`src/logic/qppc_pkg.sv`:
```
`default_nettype none
package qppc_pkg;
	// clock and pin filter timing
	localparam int CLK_PERIOD_NS = 100;
	localparam int FILTER_TIME_NS = 1000;
	localparam int FILT_CYCLES = (FILTER_TIME_NS + CLK_PERIOD_NS - 1) / CLK_PERIOD_NS;
	localparam int FILT_W = 4;
	localparam logic [FILT_W-1:0] FILT_MAX = FILT_W'(FILT_CYCLES);
	// fault timer length, plain default, and port count
	localparam int FAULT_TIME_US = 60;
	localparam int FAULT_CYCLES_DEF = FAULT_TIME_US * 1000 / CLK_PERIOD_NS;
	localparam int FAULT_CNT_W = 20;
	localparam int NPORT = 4;
	// register offsets
	localparam logic [7:0] REG_ALERT_MASK = 8'h01;
	localparam logic [7:0] REG_OVL_EVT = 8'h06;
	localparam logic [7:0] REG_START_EVT = 8'h08;
	localparam logic [7:0] REG_PIN_STATE = 8'h11;
	localparam logic [7:0] REG_PORT_POWER = 8'h12;
	localparam logic [7:0] REG_RESET_PUSHBUTTON = 8'h1A;
	// serial address prefix
	localparam logic [2:0] ADDR_PREFIX = 3'h2;
	// field positions
	localparam int PB_CLR_LO = 6;
	localparam int PB_CLR_HI = 7;
	localparam int MASK_START = 6;
	localparam int MASK_OVL = 5;
	localparam int MASK_PGOOD = 1;
	localparam int MASK_PWR_EN = 0;
	localparam int PIN_STRAP_BIT = 0;
	// strap-selected reset values, then full serial bit count
	localparam logic [7:0] MASK_RST_LO = 8'h80;
	localparam logic [7:0] MASK_RST_HI = 8'hE4;
	localparam logic [3:0] POWER_RST_LO = 4'h0;
	localparam logic [3:0] POWER_RST_HI = 4'hF;
	localparam logic [3:0] BIT_CNT_FULL = 4'h8;
	// serial slave states
	typedef enum logic [8:0] {
		ST_IDLE = 9'h001,
		ST_ADDR = 9'h002,
		ST_AACK = 9'h004,
		ST_PTR = 9'h008,
		ST_PACK = 9'h010,
		ST_WDAT = 9'h020,
		ST_WACK = 9'h040,
		ST_RDAT = 9'h080,
		ST_RACK = 9'h100
	} qppc_state_t;
	// all asynchronous pins, synchronised together
	typedef struct packed {
		logic chip_reset_n;
		logic scl;
		logic sda;
		logic standalone;
		logic [3:0] addr;
		logic [3:0] off_n;
		logic [3:0] over;
		logic [3:0] low_drop;
	} qppc_pins_t;
endpackage
`default_nettype wire

```
`src/logic/qppc_top.sv`:
```
// Functional notes
// - chip reset low keeps ports off and all registers at power-up values.
// - chip reset high again starts normal operation.
// - chip reset low pulses under one microsecond are ignored.
// - alert pin pulls low when any unmasked event is pending.
// - writing bit 6 or 7 of the reset pushbutton register releases alert.
// - each alert event source is gated by its alert mask bit.
// - alert pin only changes between serial bus transactions.
// - an event during a transaction raises alert only after the stop.
// - answer only address 010 followed by the four address straps.
// - serial data split into sense input and open-drain drive output.
// - port shutdown pin low forces that port off.
// - shutdown pin low acts like the port reset pushbutton bit.
// - shutdown pin low glitches under one microsecond are ignored.
// - fault timer counts while port current is over threshold.
// - timer expiry turns port off and records overload or startup event.
// - power-good set while output monitor is below its threshold.
// - reset loads one of two register value sets picked by strap.
// - strap-preset bits stay writable over the serial bus.
// - live standalone strap level reads at pin state bit 0.
`timescale 1ns/10ps
`default_nettype none
module qppc_top
	import qppc_pkg::*;
#(
	parameter int FAULT_CYCLES = FAULT_CYCLES_DEF
) (
	input wire logic clk_in,
	input wire logic srst_in,
	input wire logic chip_reset_n_in,
	input wire logic scl_in,
	input wire logic serial_data_sense_in,
	input wire logic standalone_strap_in,
	input wire logic [3:0] slave_addr_strap_in,
	input wire logic [3:0] port_off_n_in,
	input wire logic [3:0] current_over_threshold_in,
	input wire logic [3:0] port_low_drop_in,
	output logic serial_data_drive_out,
	output logic serial_data_drive_oe_out,
	output logic alert_out,
	output logic alert_oe_out,
	output logic [3:0] fet_drive_out,
	output logic [3:0] power_good_out
);
	localparam logic [FAULT_CNT_W-1:0] FAULT_MAX = FAULT_CNT_W'(FAULT_CYCLES - 1);

	////////////////////////////////////////////////////////////////////////////////
	// pin synchroniser
	qppc_pins_t pins_raw;
	qppc_pins_t sync1_r;
	qppc_pins_t s;
	qppc_pins_t prev_r;
	assign pins_raw = '{chip_reset_n: chip_reset_n_in, scl: scl_in, sda: serial_data_sense_in,
		standalone: standalone_strap_in, addr: slave_addr_strap_in, off_n: port_off_n_in,
		over: current_over_threshold_in, low_drop: port_low_drop_in};

	// two stages; only s and its delayed copy feed logic
	always_ff @(posedge clk_in) begin
		sync1_r <= pins_raw;
		s <= sync1_r;
		prev_r <= s;
	end

	////////////////////////////////////////////////////////////////////////////////
	// glitch filters on chip reset and shutdown pins
	logic [FILT_W-1:0] crst_cnt_r, crst_cnt_nxt;
	logic [FILT_W-1:0] off_cnt_r [NPORT];
	logic [FILT_W-1:0] off_cnt_nxt [NPORT];
	logic chip_low;
	logic rst_i;
	logic [3:0] off_act;

	// a low level must persist a full microsecond before it counts
	always_comb begin
		crst_cnt_nxt = crst_cnt_r;
		if (s.chip_reset_n) begin
			crst_cnt_nxt = '0;
		end else if (!chip_low) begin
			crst_cnt_nxt = crst_cnt_r + 1'b1;
		end
		for (int i = 0; i < NPORT; i++) begin
			off_cnt_nxt[i] = off_cnt_r[i];
			if (s.off_n[i]) begin
				off_cnt_nxt[i] = '0;
			end else if (!off_act[i]) begin
				off_cnt_nxt[i] = off_cnt_r[i] + 1'b1;
			end
		end
	end

	always_ff @(posedge clk_in) begin
		if (srst_in) begin
			crst_cnt_r <= '0;
			for (int i = 0; i < NPORT; i++) off_cnt_r[i] <= '0;
		end else begin
			crst_cnt_r <= crst_cnt_nxt;
			for (int i = 0; i < NPORT; i++) off_cnt_r[i] <= off_cnt_nxt[i];
		end
	end

	assign chip_low = (crst_cnt_r == FILT_MAX);
	assign rst_i = srst_in | chip_low;
	always_comb begin
		for (int i = 0; i < NPORT; i++) off_act[i] = (off_cnt_r[i] == FILT_MAX);
	end

	a_reset_filter: assert property (@(posedge clk_in) disable iff (srst_in)
		$rose(chip_low) |-> !$past(s.chip_reset_n, 10)) else $error("reset filter too short");
	a_reset_release: assert property (@(posedge clk_in) disable iff (srst_in)
		$fell(chip_low) |-> $past(s.chip_reset_n)) else $error("reset left without pin high");

	////////////////////////////////////////////////////////////////////////////////
	// serial slave
	qppc_state_t st_r, st_nxt;
	logic [3:0] cnt_r, cnt_nxt;
	logic [7:0] sh_r, sh_nxt;
	logic [7:0] ptr_r, ptr_nxt;
	logic rw_r, rw_nxt;
	logic nack_r, nack_nxt;
	logic oe_r, oe_nxt;
	logic busy_r, busy_nxt;
	logic wr_en;
	logic [7:0] rd_data;
	logic scl_rise, scl_fall, bus_start, bus_stop;

	assign scl_rise = s.scl & ~prev_r.scl;
	assign scl_fall = ~s.scl & prev_r.scl;
	assign bus_start = s.scl & prev_r.scl & prev_r.sda & ~s.sda;
	assign bus_stop = s.scl & prev_r.scl & ~prev_r.sda & s.sda;

	// bits sampled on rising clock, data driven after falling clock
	always_comb begin
		st_nxt = st_r;
		cnt_nxt = cnt_r;
		sh_nxt = sh_r;
		ptr_nxt = ptr_r;
		rw_nxt = rw_r;
		nack_nxt = nack_r;
		oe_nxt = oe_r;
		busy_nxt = busy_r;
		wr_en = 1'b0;
		if (bus_stop) begin
			st_nxt = ST_IDLE;
			oe_nxt = 1'b0;
			busy_nxt = 1'b0;
		end else if (bus_start) begin
			st_nxt = ST_ADDR;
			cnt_nxt = '0;
			oe_nxt = 1'b0;
			busy_nxt = 1'b1;
		end else if (scl_rise) begin
			unique case (st_r)
				ST_ADDR, ST_PTR, ST_WDAT: begin
					sh_nxt = {sh_r[6:0], s.sda};
					cnt_nxt = cnt_r + 1'b1;
				end
				ST_RDAT: cnt_nxt = cnt_r + 1'b1;
				ST_RACK: nack_nxt = s.sda;
				ST_IDLE, ST_AACK, ST_PACK, ST_WACK: begin
				end
			endcase
		end else if (scl_fall) begin
			unique case (st_r)
				ST_IDLE: begin
				end
				ST_ADDR: if (cnt_r == BIT_CNT_FULL) begin
					cnt_nxt = '0;
					if (sh_r[7:1] == {ADDR_PREFIX, s.addr}) begin
						st_nxt = ST_AACK;
						rw_nxt = sh_r[0];
						oe_nxt = 1'b1;
					end else begin
						st_nxt = ST_IDLE;
					end
				end
				ST_AACK: if (rw_r) begin
					st_nxt = ST_RDAT;
					sh_nxt = rd_data;
					oe_nxt = ~rd_data[7];
				end else begin
					st_nxt = ST_PTR;
					oe_nxt = 1'b0;
				end
				ST_PTR: if (cnt_r == BIT_CNT_FULL) begin
					ptr_nxt = sh_r;
					cnt_nxt = '0;
					st_nxt = ST_PACK;
					oe_nxt = 1'b1;
				end
				ST_PACK, ST_WACK: begin
					st_nxt = ST_WDAT;
					oe_nxt = 1'b0;
				end
				ST_WDAT: if (cnt_r == BIT_CNT_FULL) begin
					wr_en = 1'b1;
					ptr_nxt = ptr_r + 8'h01;
					cnt_nxt = '0;
					st_nxt = ST_WACK;
					oe_nxt = 1'b1;
				end
				ST_RDAT: if (cnt_r == BIT_CNT_FULL) begin
					ptr_nxt = ptr_r + 8'h01;
					cnt_nxt = '0;
					st_nxt = ST_RACK;
					oe_nxt = 1'b0;
				end else begin
					sh_nxt = {sh_r[6:0], 1'b0};
					oe_nxt = ~sh_r[6];
				end
				ST_RACK: if (nack_r) begin
					st_nxt = ST_IDLE;
				end else begin
					st_nxt = ST_RDAT;
					sh_nxt = rd_data;
					oe_nxt = ~rd_data[7];
				end
			endcase
		end
	end

	always_ff @(posedge clk_in) begin
		if (rst_i) begin
			st_r <= ST_IDLE;
			cnt_r <= '0;
			sh_r <= '0;
			ptr_r <= '0;
			rw_r <= 1'b0;
			nack_r <= 1'b0;
			oe_r <= 1'b0;
			busy_r <= 1'b0;
		end else begin
			st_r <= st_nxt;
			cnt_r <= cnt_nxt;
			sh_r <= sh_nxt;
			ptr_r <= ptr_nxt;
			rw_r <= rw_nxt;
			nack_r <= nack_nxt;
			oe_r <= oe_nxt;
			busy_r <= busy_nxt;
		end
	end

	// open drain: only ever pulls low
	assign serial_data_drive_out = 1'b0;
	assign serial_data_drive_oe_out = oe_r;

	a_addr_match: assert property (@(posedge clk_in) disable iff (rst_i)
		(st_r == ST_AACK && $past(st_r) == ST_ADDR) |-> $past(sh_r[7:1]) == {ADDR_PREFIX, s.addr})
		else $error("acknowledged foreign address");
	a_ack_drive: assert property (@(posedge clk_in) disable iff (rst_i)
		(st_r == ST_AACK || st_r == ST_PACK || st_r == ST_WACK) |-> serial_data_drive_oe_out)
		else $error("acknowledge not driven");

	////////////////////////////////////////////////////////////////////////////////
	// registers, port control and alert
	logic [7:0] mask_r, mask_nxt;
	logic [3:0] power_r, power_nxt;
	logic [3:0] ovl_evt_r, ovl_evt_nxt;
	logic [3:0] start_evt_r, start_evt_nxt;
	logic [3:0] startup_r, startup_nxt;
	logic [3:0] pgood_r, pgood_nxt;
	logic [7:0] pend_r, pend_nxt;
	logic alert_r, alert_nxt;
	logic [FAULT_CNT_W-1:0] tmr_r [NPORT];
	logic [FAULT_CNT_W-1:0] tmr_nxt [NPORT];
	logic [3:0] trip;
	logic [7:0] evt_set;
	logic pb_wr, pb_clr;

	assign pb_wr = wr_en && (ptr_r == REG_RESET_PUSHBUTTON);
	assign pb_clr = pb_wr && (sh_r[PB_CLR_LO] || sh_r[PB_CLR_HI]);

	// register read mux; pushbutton is write-only and reads zero
	always_comb begin
		unique case (ptr_r)
			REG_ALERT_MASK: rd_data = mask_r;
			REG_OVL_EVT: rd_data = {4'h0, ovl_evt_r};
			REG_START_EVT: rd_data = {4'h0, start_evt_r};
			REG_PIN_STATE: rd_data = {3'h0, s.addr, s.standalone};
			REG_PORT_POWER: rd_data = {4'h0, power_r};
			default: rd_data = 8'h00;
		endcase
	end

	// startup flag decides which timeout a trip records
	always_comb begin
		for (int i = 0; i < NPORT; i++) begin
			trip[i] = power_r[i] && s.over[i] && (tmr_r[i] == FAULT_MAX);
			tmr_nxt[i] = (power_r[i] && s.over[i] && !trip[i]) ? tmr_r[i] + 1'b1 : '0;
		end
		mask_nxt = (wr_en && ptr_r == REG_ALERT_MASK) ? sh_r : mask_r;
		power_nxt = (wr_en && ptr_r == REG_PORT_POWER) ? sh_r[3:0] : power_r;
		if (pb_wr) begin
			power_nxt = power_nxt & ~sh_r[3:0];
		end
		power_nxt = power_nxt & ~off_act & ~trip;
		pgood_nxt = s.low_drop;
		startup_nxt = (startup_r & ~pgood_r) | (power_nxt & ~power_r);
		ovl_evt_nxt = ovl_evt_r | (trip & ~startup_r);
		start_evt_nxt = start_evt_r | (trip & startup_r);
		evt_set = 8'h00;
		evt_set[MASK_START] = |(trip & startup_r);
		evt_set[MASK_OVL] = |(trip & ~startup_r);
		evt_set[MASK_PGOOD] = (pgood_nxt != pgood_r);
		evt_set[MASK_PWR_EN] = (power_nxt != power_r);
		evt_set = evt_set & mask_r;
		// a new event in the clearing cycle survives the clear
		pend_nxt = (pend_r & ~{8{pb_clr}}) | evt_set;
		// alert frozen while a transaction is in flight
		alert_nxt = busy_r ? alert_r : (|pend_r);
	end

	always_ff @(posedge clk_in) begin
		if (rst_i) begin
			mask_r <= s.standalone ? MASK_RST_HI : MASK_RST_LO;
			power_r <= s.standalone ? POWER_RST_HI : POWER_RST_LO;
			ovl_evt_r <= '0;
			start_evt_r <= '0;
			startup_r <= s.standalone ? POWER_RST_HI : POWER_RST_LO;
			pgood_r <= '0;
			pend_r <= '0;
			alert_r <= 1'b0;
			for (int i = 0; i < NPORT; i++) tmr_r[i] <= '0;
		end else begin
			mask_r <= mask_nxt;
			power_r <= power_nxt;
			ovl_evt_r <= ovl_evt_nxt;
			start_evt_r <= start_evt_nxt;
			startup_r <= startup_nxt;
			pgood_r <= pgood_nxt;
			pend_r <= pend_nxt;
			alert_r <= alert_nxt;
			for (int i = 0; i < NPORT; i++) tmr_r[i] <= tmr_nxt[i];
		end
	end

	// gate drive off in reset so ports never glitch on
	assign fet_drive_out = rst_i ? 4'h0 : power_r;
	assign power_good_out = pgood_r;
	assign alert_out = 1'b0;
	assign alert_oe_out = alert_r;

	a_reset_ports: assert property (@(posedge clk_in)
		rst_i |-> fet_drive_out == 4'h0) else $error("port on during reset");
	a_port_off_pin: assert property (@(posedge clk_in) disable iff (rst_i)
		off_act != 4'h0 |=> (power_r & $past(off_act)) == 4'h0) else $error("shutdown ignored");
	a_fault_trip: assert property (@(posedge clk_in) disable iff (rst_i)
		trip[0] |=> !power_r[0] && (ovl_evt_r[0] || start_evt_r[0])) else $error("trip lost");
	a_timer_count: assert property (@(posedge clk_in) disable iff (rst_i)
		(power_r[0] && s.over[0] && !trip[0]) |=> tmr_r[0] == $past(tmr_r[0]) + 1'b1)
		else $error("fault timer stalled");
	a_mask_gate: assert property (@(posedge clk_in) disable iff (rst_i)
		((pend_r & ~$past(pend_r)) & ~$past(mask_r)) == 8'h00) else $error("masked event pending");
	a_alert_clear: assert property (@(posedge clk_in) disable iff (rst_i)
		(pb_clr && evt_set == 8'h00) |=> pend_r == 8'h00) else $error("alert not cleared");
	a_alert_busy: assert property (@(posedge clk_in) disable iff (rst_i)
		busy_r |=> $stable(alert_oe_out)) else $error("alert moved mid transaction");
	a_alert_raise: assert property (@(posedge clk_in) disable iff (rst_i)
		(!busy_r && pend_r != 8'h00) |=> alert_oe_out) else $error("pending event not signalled");
	a_alert_stop: assert property (@(posedge clk_in) disable iff (rst_i)
		($fell(busy_r) && pend_r != 8'h00) |=> alert_oe_out) else $error("alert late after stop");
	a_strap_reset: assert property (@(posedge clk_in)
		$fell(rst_i) |-> mask_r == ($past(s.standalone) ? MASK_RST_HI : MASK_RST_LO))
		else $error("wrong strap reset set");
endmodule
`default_nettype wire

```
`config.mk`:
```
export PLATFORM = sky130hd
export DESIGN_NAME = qppc_top
export DESIGN_NICKNAME = d
export VERILOG_FILES = /design/src/logic/qppc_pkg.sv /design/src/logic/qppc_top.sv
export SDC_FILE = /design/constraint.sdc
export NUM_CORES = 1
export LEC_CHECK = 0
export BUFFER_PORTS_ARGS = -buffer_cell sky130_fd_sc_hd__buf_2
export CAP_MARGIN = 20
export CORE_MARGIN = 2
export CORE_UTILIZATION = 30
export CTS_BUF_LIST = sky130_fd_sc_hd__clkbuf_16
export DETAILED_ROUTE_END_ITERATION = 10
export MAX_ROUTING_LAYER = met4
export PLACE_DENSITY = 0.56
export SYNTH_ARGS = -nofsm -noshare
export SYNTH_HDL_FRONTEND = slang
export SYNTH_SLANG_ARGS = --single-unit
```
`constraint.sdc`:
```
create_clock -name clk_in -period 5.4 [get_ports clk_in]
set_clock_uncertainty 0.2 [all_clocks]
set_input_delay 0.81 -clock clk_in [delete_from_list [all_inputs] [get_ports clk_in]]
set_output_delay 0.81 -clock clk_in [all_outputs]
set_load 0.03 [all_outputs]
```
[After elaboration in Yosys (flattened, before gate mapping)]
Memories as Yosys holds them, arrays and structs flattened.
Cells that the tools add are included.
Word-level totals
  memory bits (writable): 96
  register bits: 116
  input bits: 22
  memories: 2
Memory list
  tmr_r: depth 4, bits a word 20, read ports 4, clocked after memory_dff 0, write ports 4, RTL line qppc_top.sv:264  | logic [FAULT_CNT_W-1:0] tmr_r [NPORT];
  off_cnt_r: depth 4, bits a word 4, read ports 4, clocked after memory_dff 0, write ports 4, RTL line qppc_top.sv:67  | logic [FILT_W-1:0] off_cnt_r [NPORT];
Operators by class
  reduce and logical (&&, ||, !) cells: 50
  equal/unequal tests: 46
  $add $sub $neg: 11
  bitwise gates (word level): 45
  mux-type cells: 76
Operators by type and width (count)
  20-bit two-way mux: 8
  4-bit two-way mux: 24
  8-bit two-way mux: 12
  20-bit by 1-bit adder with 20-bit output, second input constant: 4
  20-bit by 10-bit == test with 1-bit output, second input constant: 4
  9-bit one-hot mux with 7 select lines: 1
  8-bit one-hot mux with 5 select lines: 1
  9-bit two-way mux: 4
  7-bit AND reduction: 5
  4-bit AND: 7
  4-bit by 1-bit adder with 4-bit output, second input constant: 6
  4-bit == test, second input constant: 6
  8-bit by 5-bit == test with 1-bit output, second input constant: 3
  4-bit NOT: 6
  8-bit one-hot mux with 3 select lines: 1
  3-bit inequality test, second input constant: 7
  1-bit two-way mux: 18
  1-bit logical AND: 16
  8-bit one-hot mux with 2 select lines: 1
  2-bit inequality test, second input constant: 6
  4-bit bitwise OR: 3
  4-bit OR reduction: 3
  2-bit OR reduction: 5
  9-bit by 2-bit == test with 1-bit output, second input constant: 1
  other kinds (39): 76

[Depth between registers and ports, before layout]
  depth in word-level cells: 16
  depth in mapped cells: 13

[Worst setup path after synthesis]
No wires, ideal clock.
  kind: flip-flop to flip-flop
  start point: register st_r[2]
  end point: register pend_r[0]
  arrival: 2.663 ns
  stages on the path, launching flop included: 13
  path slack: 2.409 ns
  period minus slack after synthesis: 2.991 ns
  buffers on the path: 2
  cells stage by stage: dfxtp_1 > or4_4 > buf_6 > nor4_4 > and4_1 > buf_2 > nand3_1 > a22oi_1 > nor2_1 > ha_1 > nand4_1 > a22oi_1 > nor2_1
Between the ends
  word-level cells in the longest chain between the ends: 15
  elaborated cells on any way between the ends: 19
Ends and longest elaborated chain
  start, declared: RTL line qppc_top.sv:114  | qppc_state_t st_r, st_nxt;
  start signal, assigned: RTL line qppc_top.sv:232  | st_r <= st_nxt;
  9-bit by 6-bit == test with 1-bit output (*): RTL line qppc_top.sv:163  | unique case (st_r)
  1-bit two-way mux (*): RTL line qppc_top.sv:163
  1-bit two-way mux (*): RTL line qppc_top.sv:162  | end else if (scl_fall) begin
  1-bit two-way mux (*): RTL line qppc_top.sv:151  | end else if (scl_rise) begin
  1-bit two-way mux (*): RTL line qppc_top.sv:146  | end else if (bus_start) begin
  1-bit two-way mux (*): RTL line qppc_top.sv:142  | if (bus_stop) begin
  1-bit logical AND: RTL line qppc_top.sv:292  | power_nxt = (wr_en && ptr_r == REG_PORT_POWER) ? sh_r[3:0] : power_r;
  4-bit two-way mux: RTL line qppc_top.sv:292
  4-bit AND: RTL line qppc_top.sv:294  | power_nxt = power_nxt & ~sh_r[3:0];
  4-bit two-way mux: RTL line qppc_top.sv:293  | if (pb_wr) begin
  4-bit AND (2 in a row): RTL line qppc_top.sv:296  | power_nxt = power_nxt & ~off_act & ~trip;
  4-bit inequality test: RTL line qppc_top.sv:305  | evt_set[MASK_PWR_EN] = (power_nxt != power_r);
  7-bit by 8-bit AND with 8-bit output: RTL line qppc_top.sv:306  | evt_set = evt_set & mask_r;
  8-bit bitwise OR (*): RTL line qppc_top.sv:308  | pend_nxt = (pend_r & ~{8{pb_clr}}) | evt_set;
  end signal, assigned: RTL line qppc_top.sv:331  | pend_r <= pend_nxt;
  end, declared: RTL line qppc_top.sv:262  | logic [7:0] pend_r, pend_nxt;
Mark *: on every way between the ends. The rest lies on a longest branch, timed or not.
A chain may end at the register's enable or synchronous reset.

[Final worst setup path]
  start point: register crst_cnt_r[0]
  end point: output port fet_drive_out[3]
Between the ends
  word-level cells in the longest chain between the ends: 3
Ends and longest elaborated chain
  start, declared: RTL line qppc_top.sv:66  | logic [FILT_W-1:0] crst_cnt_r, crst_cnt_nxt;
  start signal, assigned: RTL line qppc_top.sv:96  | crst_cnt_r <= crst_cnt_nxt;
  4-bit == test: RTL line qppc_top.sv:101  | assign chip_low = (crst_cnt_r == FILT_MAX);
  1-bit bitwise OR: RTL line qppc_top.sv:102  | assign rst_i = srst_in | chip_low;
  4-bit two-way mux: RTL line qppc_top.sv:338  | assign fet_drive_out = rst_i ? 4'h0 : power_r;
  end, declared: RTL line qppc_top.sv:42  | output logic [3:0] fet_drive_out,
Every way passes these cells.

==> flow_metrics.tcl <==
set metrics [dict create \
    synth_warnings 0 \
    avgSynthCellArea_sq_um 8.92 \
    cp.required_ps 4390 \
    cts_hold_buf 0 \
    syn_inst 1044 \
    rsz0062_at_grt "false" \
    max_freq_mhz 282 \
    relSlewSlack_pct 31.0 \
    post-route-min-period_ps 3550 \
    setup_violations 0 \
    synthTopCellsByCount "dfxtp_1, nor2_1, nand2_1" \
    drv_cap 0 \
    arrival_ps 2540 \
    place_hpwl_mm 14.5 \
    dr.first_iter.drc_count 550 \
    nets 1111 \
    synth_edf_count 8 \
    drive_above_1_share_pct 7.78 \
    place_ws_ps 1950 \
    diodes 0 \
    netlist_area_sq_mm 0.00931 \
    synth_area_leader_cell "dfxtp_1" \
    crit_chain "inv_1 > ha_1 > nand2_1 > or2_2 > nand2b_1 > nor2_1 > buf_2" \
    min_period_over_period_pct 65.7 \
    postSynth.asyncResetShare_pct 0 \
    yosysMostFrequentCell "dfxtp_1" \
    setup_ws_ps 1850 \
    htree_levels 1 \
    ys_seq_elements 212 \
    ant_nets 0 \
    drt-pass1-iter-count 7 \
    hold_viol 0 \
    die_y_microns 180 \
    core_area_sq_mm 0.0306 \
    area_delta_synth_final_pct 13.5 \
    grt_use_total_pct 13.1 \
    ff2ff_path_depth 10 \
    crit_path_top_delay_cell "nand2b_1" \
    path_clk_slew_ps 50 \
    root_buffer "clkbuf_16" \
    cts_made_buffers 24 \
    placed_cell_area_sq_mm 0.00980 \
    tightest_slew_ps 1040 \
    timing.hold.ws_ps 124 \
    die_x_microns 180 \
    power_mw 3.32 \
    synth_ff_type "dfxtp_1" \
    cp-end-kind "primary output" \
    cts.sinks 212 \
    dpl.cell_count 1432 \
    wl_per_cell_microns 14.1 \
    antenna_found_initial 0 \
    power_density_mw_per_mm2 314 \
    grt_pass1_wl_mm 35.1 \
    synth_cell_types 66 \
    grt_overflow 0 \
    status "finished clean" \
    grt_max_degree 25 \
    post-cts-setup-buffer-count 0 \
    cts_resized 0 \
    fin_util_pct 34.5 \
    initial_utilization_pct 30.4 \
    yosysTopAreaCellShare_pct 43.9 \
    cts_tree "done" \
    tns_ps 0 \
    vias_per_cell 4.93 \
    cts.path.max_buffers 3 \
    vias 7269 \
    wirelength_mm 20.7 \
    drc_errors 0 \
    rows 64 \
    hold_class "reg2reg" \
    hold-path-cell-count 0 \
    path_class "reg2out" \
    leakagePower_nw 3.88 \
    crit_fanout 23 \
    final_area_sq_mm 0.0106 \
    slew_viol_final 0 \
    synth_area_leaders "dfxtp_1, nor2_1, xor2_1, ha_1, xnor2_1" \
    critPathLaunchType "register" \
    port_buffers 31 \
    critPathMaxStageDelay_ps 740 \
    synth_seq_area_share_pct 46.5 \
    first_global_vias 6932 \
    dieArea_sq_mm 0.0325 \
    place.gp.congestion 0.837 \
    peakVddDrop_v 0.000255 \
    io_pins 34 \
    clock_latency_ps 520 \
    instances_no_fill 1475 \
]
-- logic make-up (layout without fill, tap and decap cells) --
kind of cell / after synthesis / in the layout / synth area share [%]
xor+xnor: 96 / 96 / 9.03
fa+ha+maj: 27 / 27 / 3.63
other cells: 1 / 2 / 0.0403
buf+inv: 75 / 109 / 3.24
compound gates: 145 / 145 / 10.0
simple gates: 480 / 480 / 26.7
flops: 212 / 212 / 46.5
mux: 8 / 8 / 0.874
-- worst max-delay path, delay by kind of cell, from the launching register on --
family | cells | cell delay, ps
buffers and inverters | 2 | 330
DFF | 1 | 320
and+or+nand+nor | 4 | 1240
adders and majority gates | 1 | 140
-- final cells by class --
cell class | instances | area, sq um
clock buffers | 25 | 626
clock inverters | 18 | 138
fillers | 3183 | 20000
inverters | 32 | 120
multi-input cells | 758 | 4690
flip-flops and latches | 212 | 4320
well taps | 396 | 495
repair buffers | 34 | 175
-- cell usage in the layout, fill, tap and decap left out, drive strengths merged, types with 4 or more instances in the layout --
| master | instances |
|---|---|
| clkinv | 11 |
| inv | 34 |
| nand2 | 74 |
| dfxtp | 204 |
| a221oi | 5 |
| o21ai | 33 |
| o21a | 4 |
| buf | 34 |
| nor4 | 17 |
| nand3b | 7 |
| o22ai | 4 |
| xor2 | 60 |
| nor2 | 150 |
| a22oi | 12 |
| clkbuf | 25 |
| nand2b | 11 |
| a21oi | 50 |
| a211oi | 7 |
| nand4 | 26 |
| a2111oi | 5 |
| and3 | 22 |
| nand3 | 52 |
| ha | 27 |
| edfxtp | 8 |
| or3 | 14 |
| nor2b | 4 |
| nor3 | 37 |
| and2 | 20 |
| nor4b | 5 |
| xnor2 | 36 |
| mux2i | 7 |
| or4 | 8 |
| a31oi | 4 |
| and4 | 12 |
-- per-layer routing --
| metal | up-vias | share of wire [%] | track usage, % |
|---|---|---|---|
| met5 | - | 0 | - |
| met3 | 34 | 4.7 | 2.36 |
| met1 | 3388 | 49 | 17.7 |
| li1 | 3703 | - | - |
| met4 | 0 | 2.3 | 3.84 |
| met2 | 144 | 44 | 19.9 |
-- report_power, final --
part	internal (mW)	leakage, nW	switching [mW]
clock	0.929	0.376	0.634
sequential	1.61	1.75	0.0323
combinational	0.0396	1.75	0.0736
-- flip-flops by register name, summed over array words and instances (netlist names), 8 cells and up --
name,count
ptr_r,8
st_r,9
off_cnt_r,16
sync1_r,20
mask_r,8
s,16
pend_r,8
tmr_r,80
sh_r,8
-- worst paths after layout --
check,from,endpoint,slack [ps]
hold / removal,sync1_r[12]$_DFF_P_,s[12]$_DFF_P_,120
hold reg to reg,sync1_r[12]$_DFF_P_,s[12]$_DFF_P_,120
setup / recovery,crst_cnt_r[0]$_SDFFE_PP0N_,fet_drive_out[3],1850
setup reg to reg,st_r[3]$_SDFFE_PP0P_,pend_r[0]$_SDFF_PP0_,2030
No activity file was read; power rests on OpenSTA's default activity.
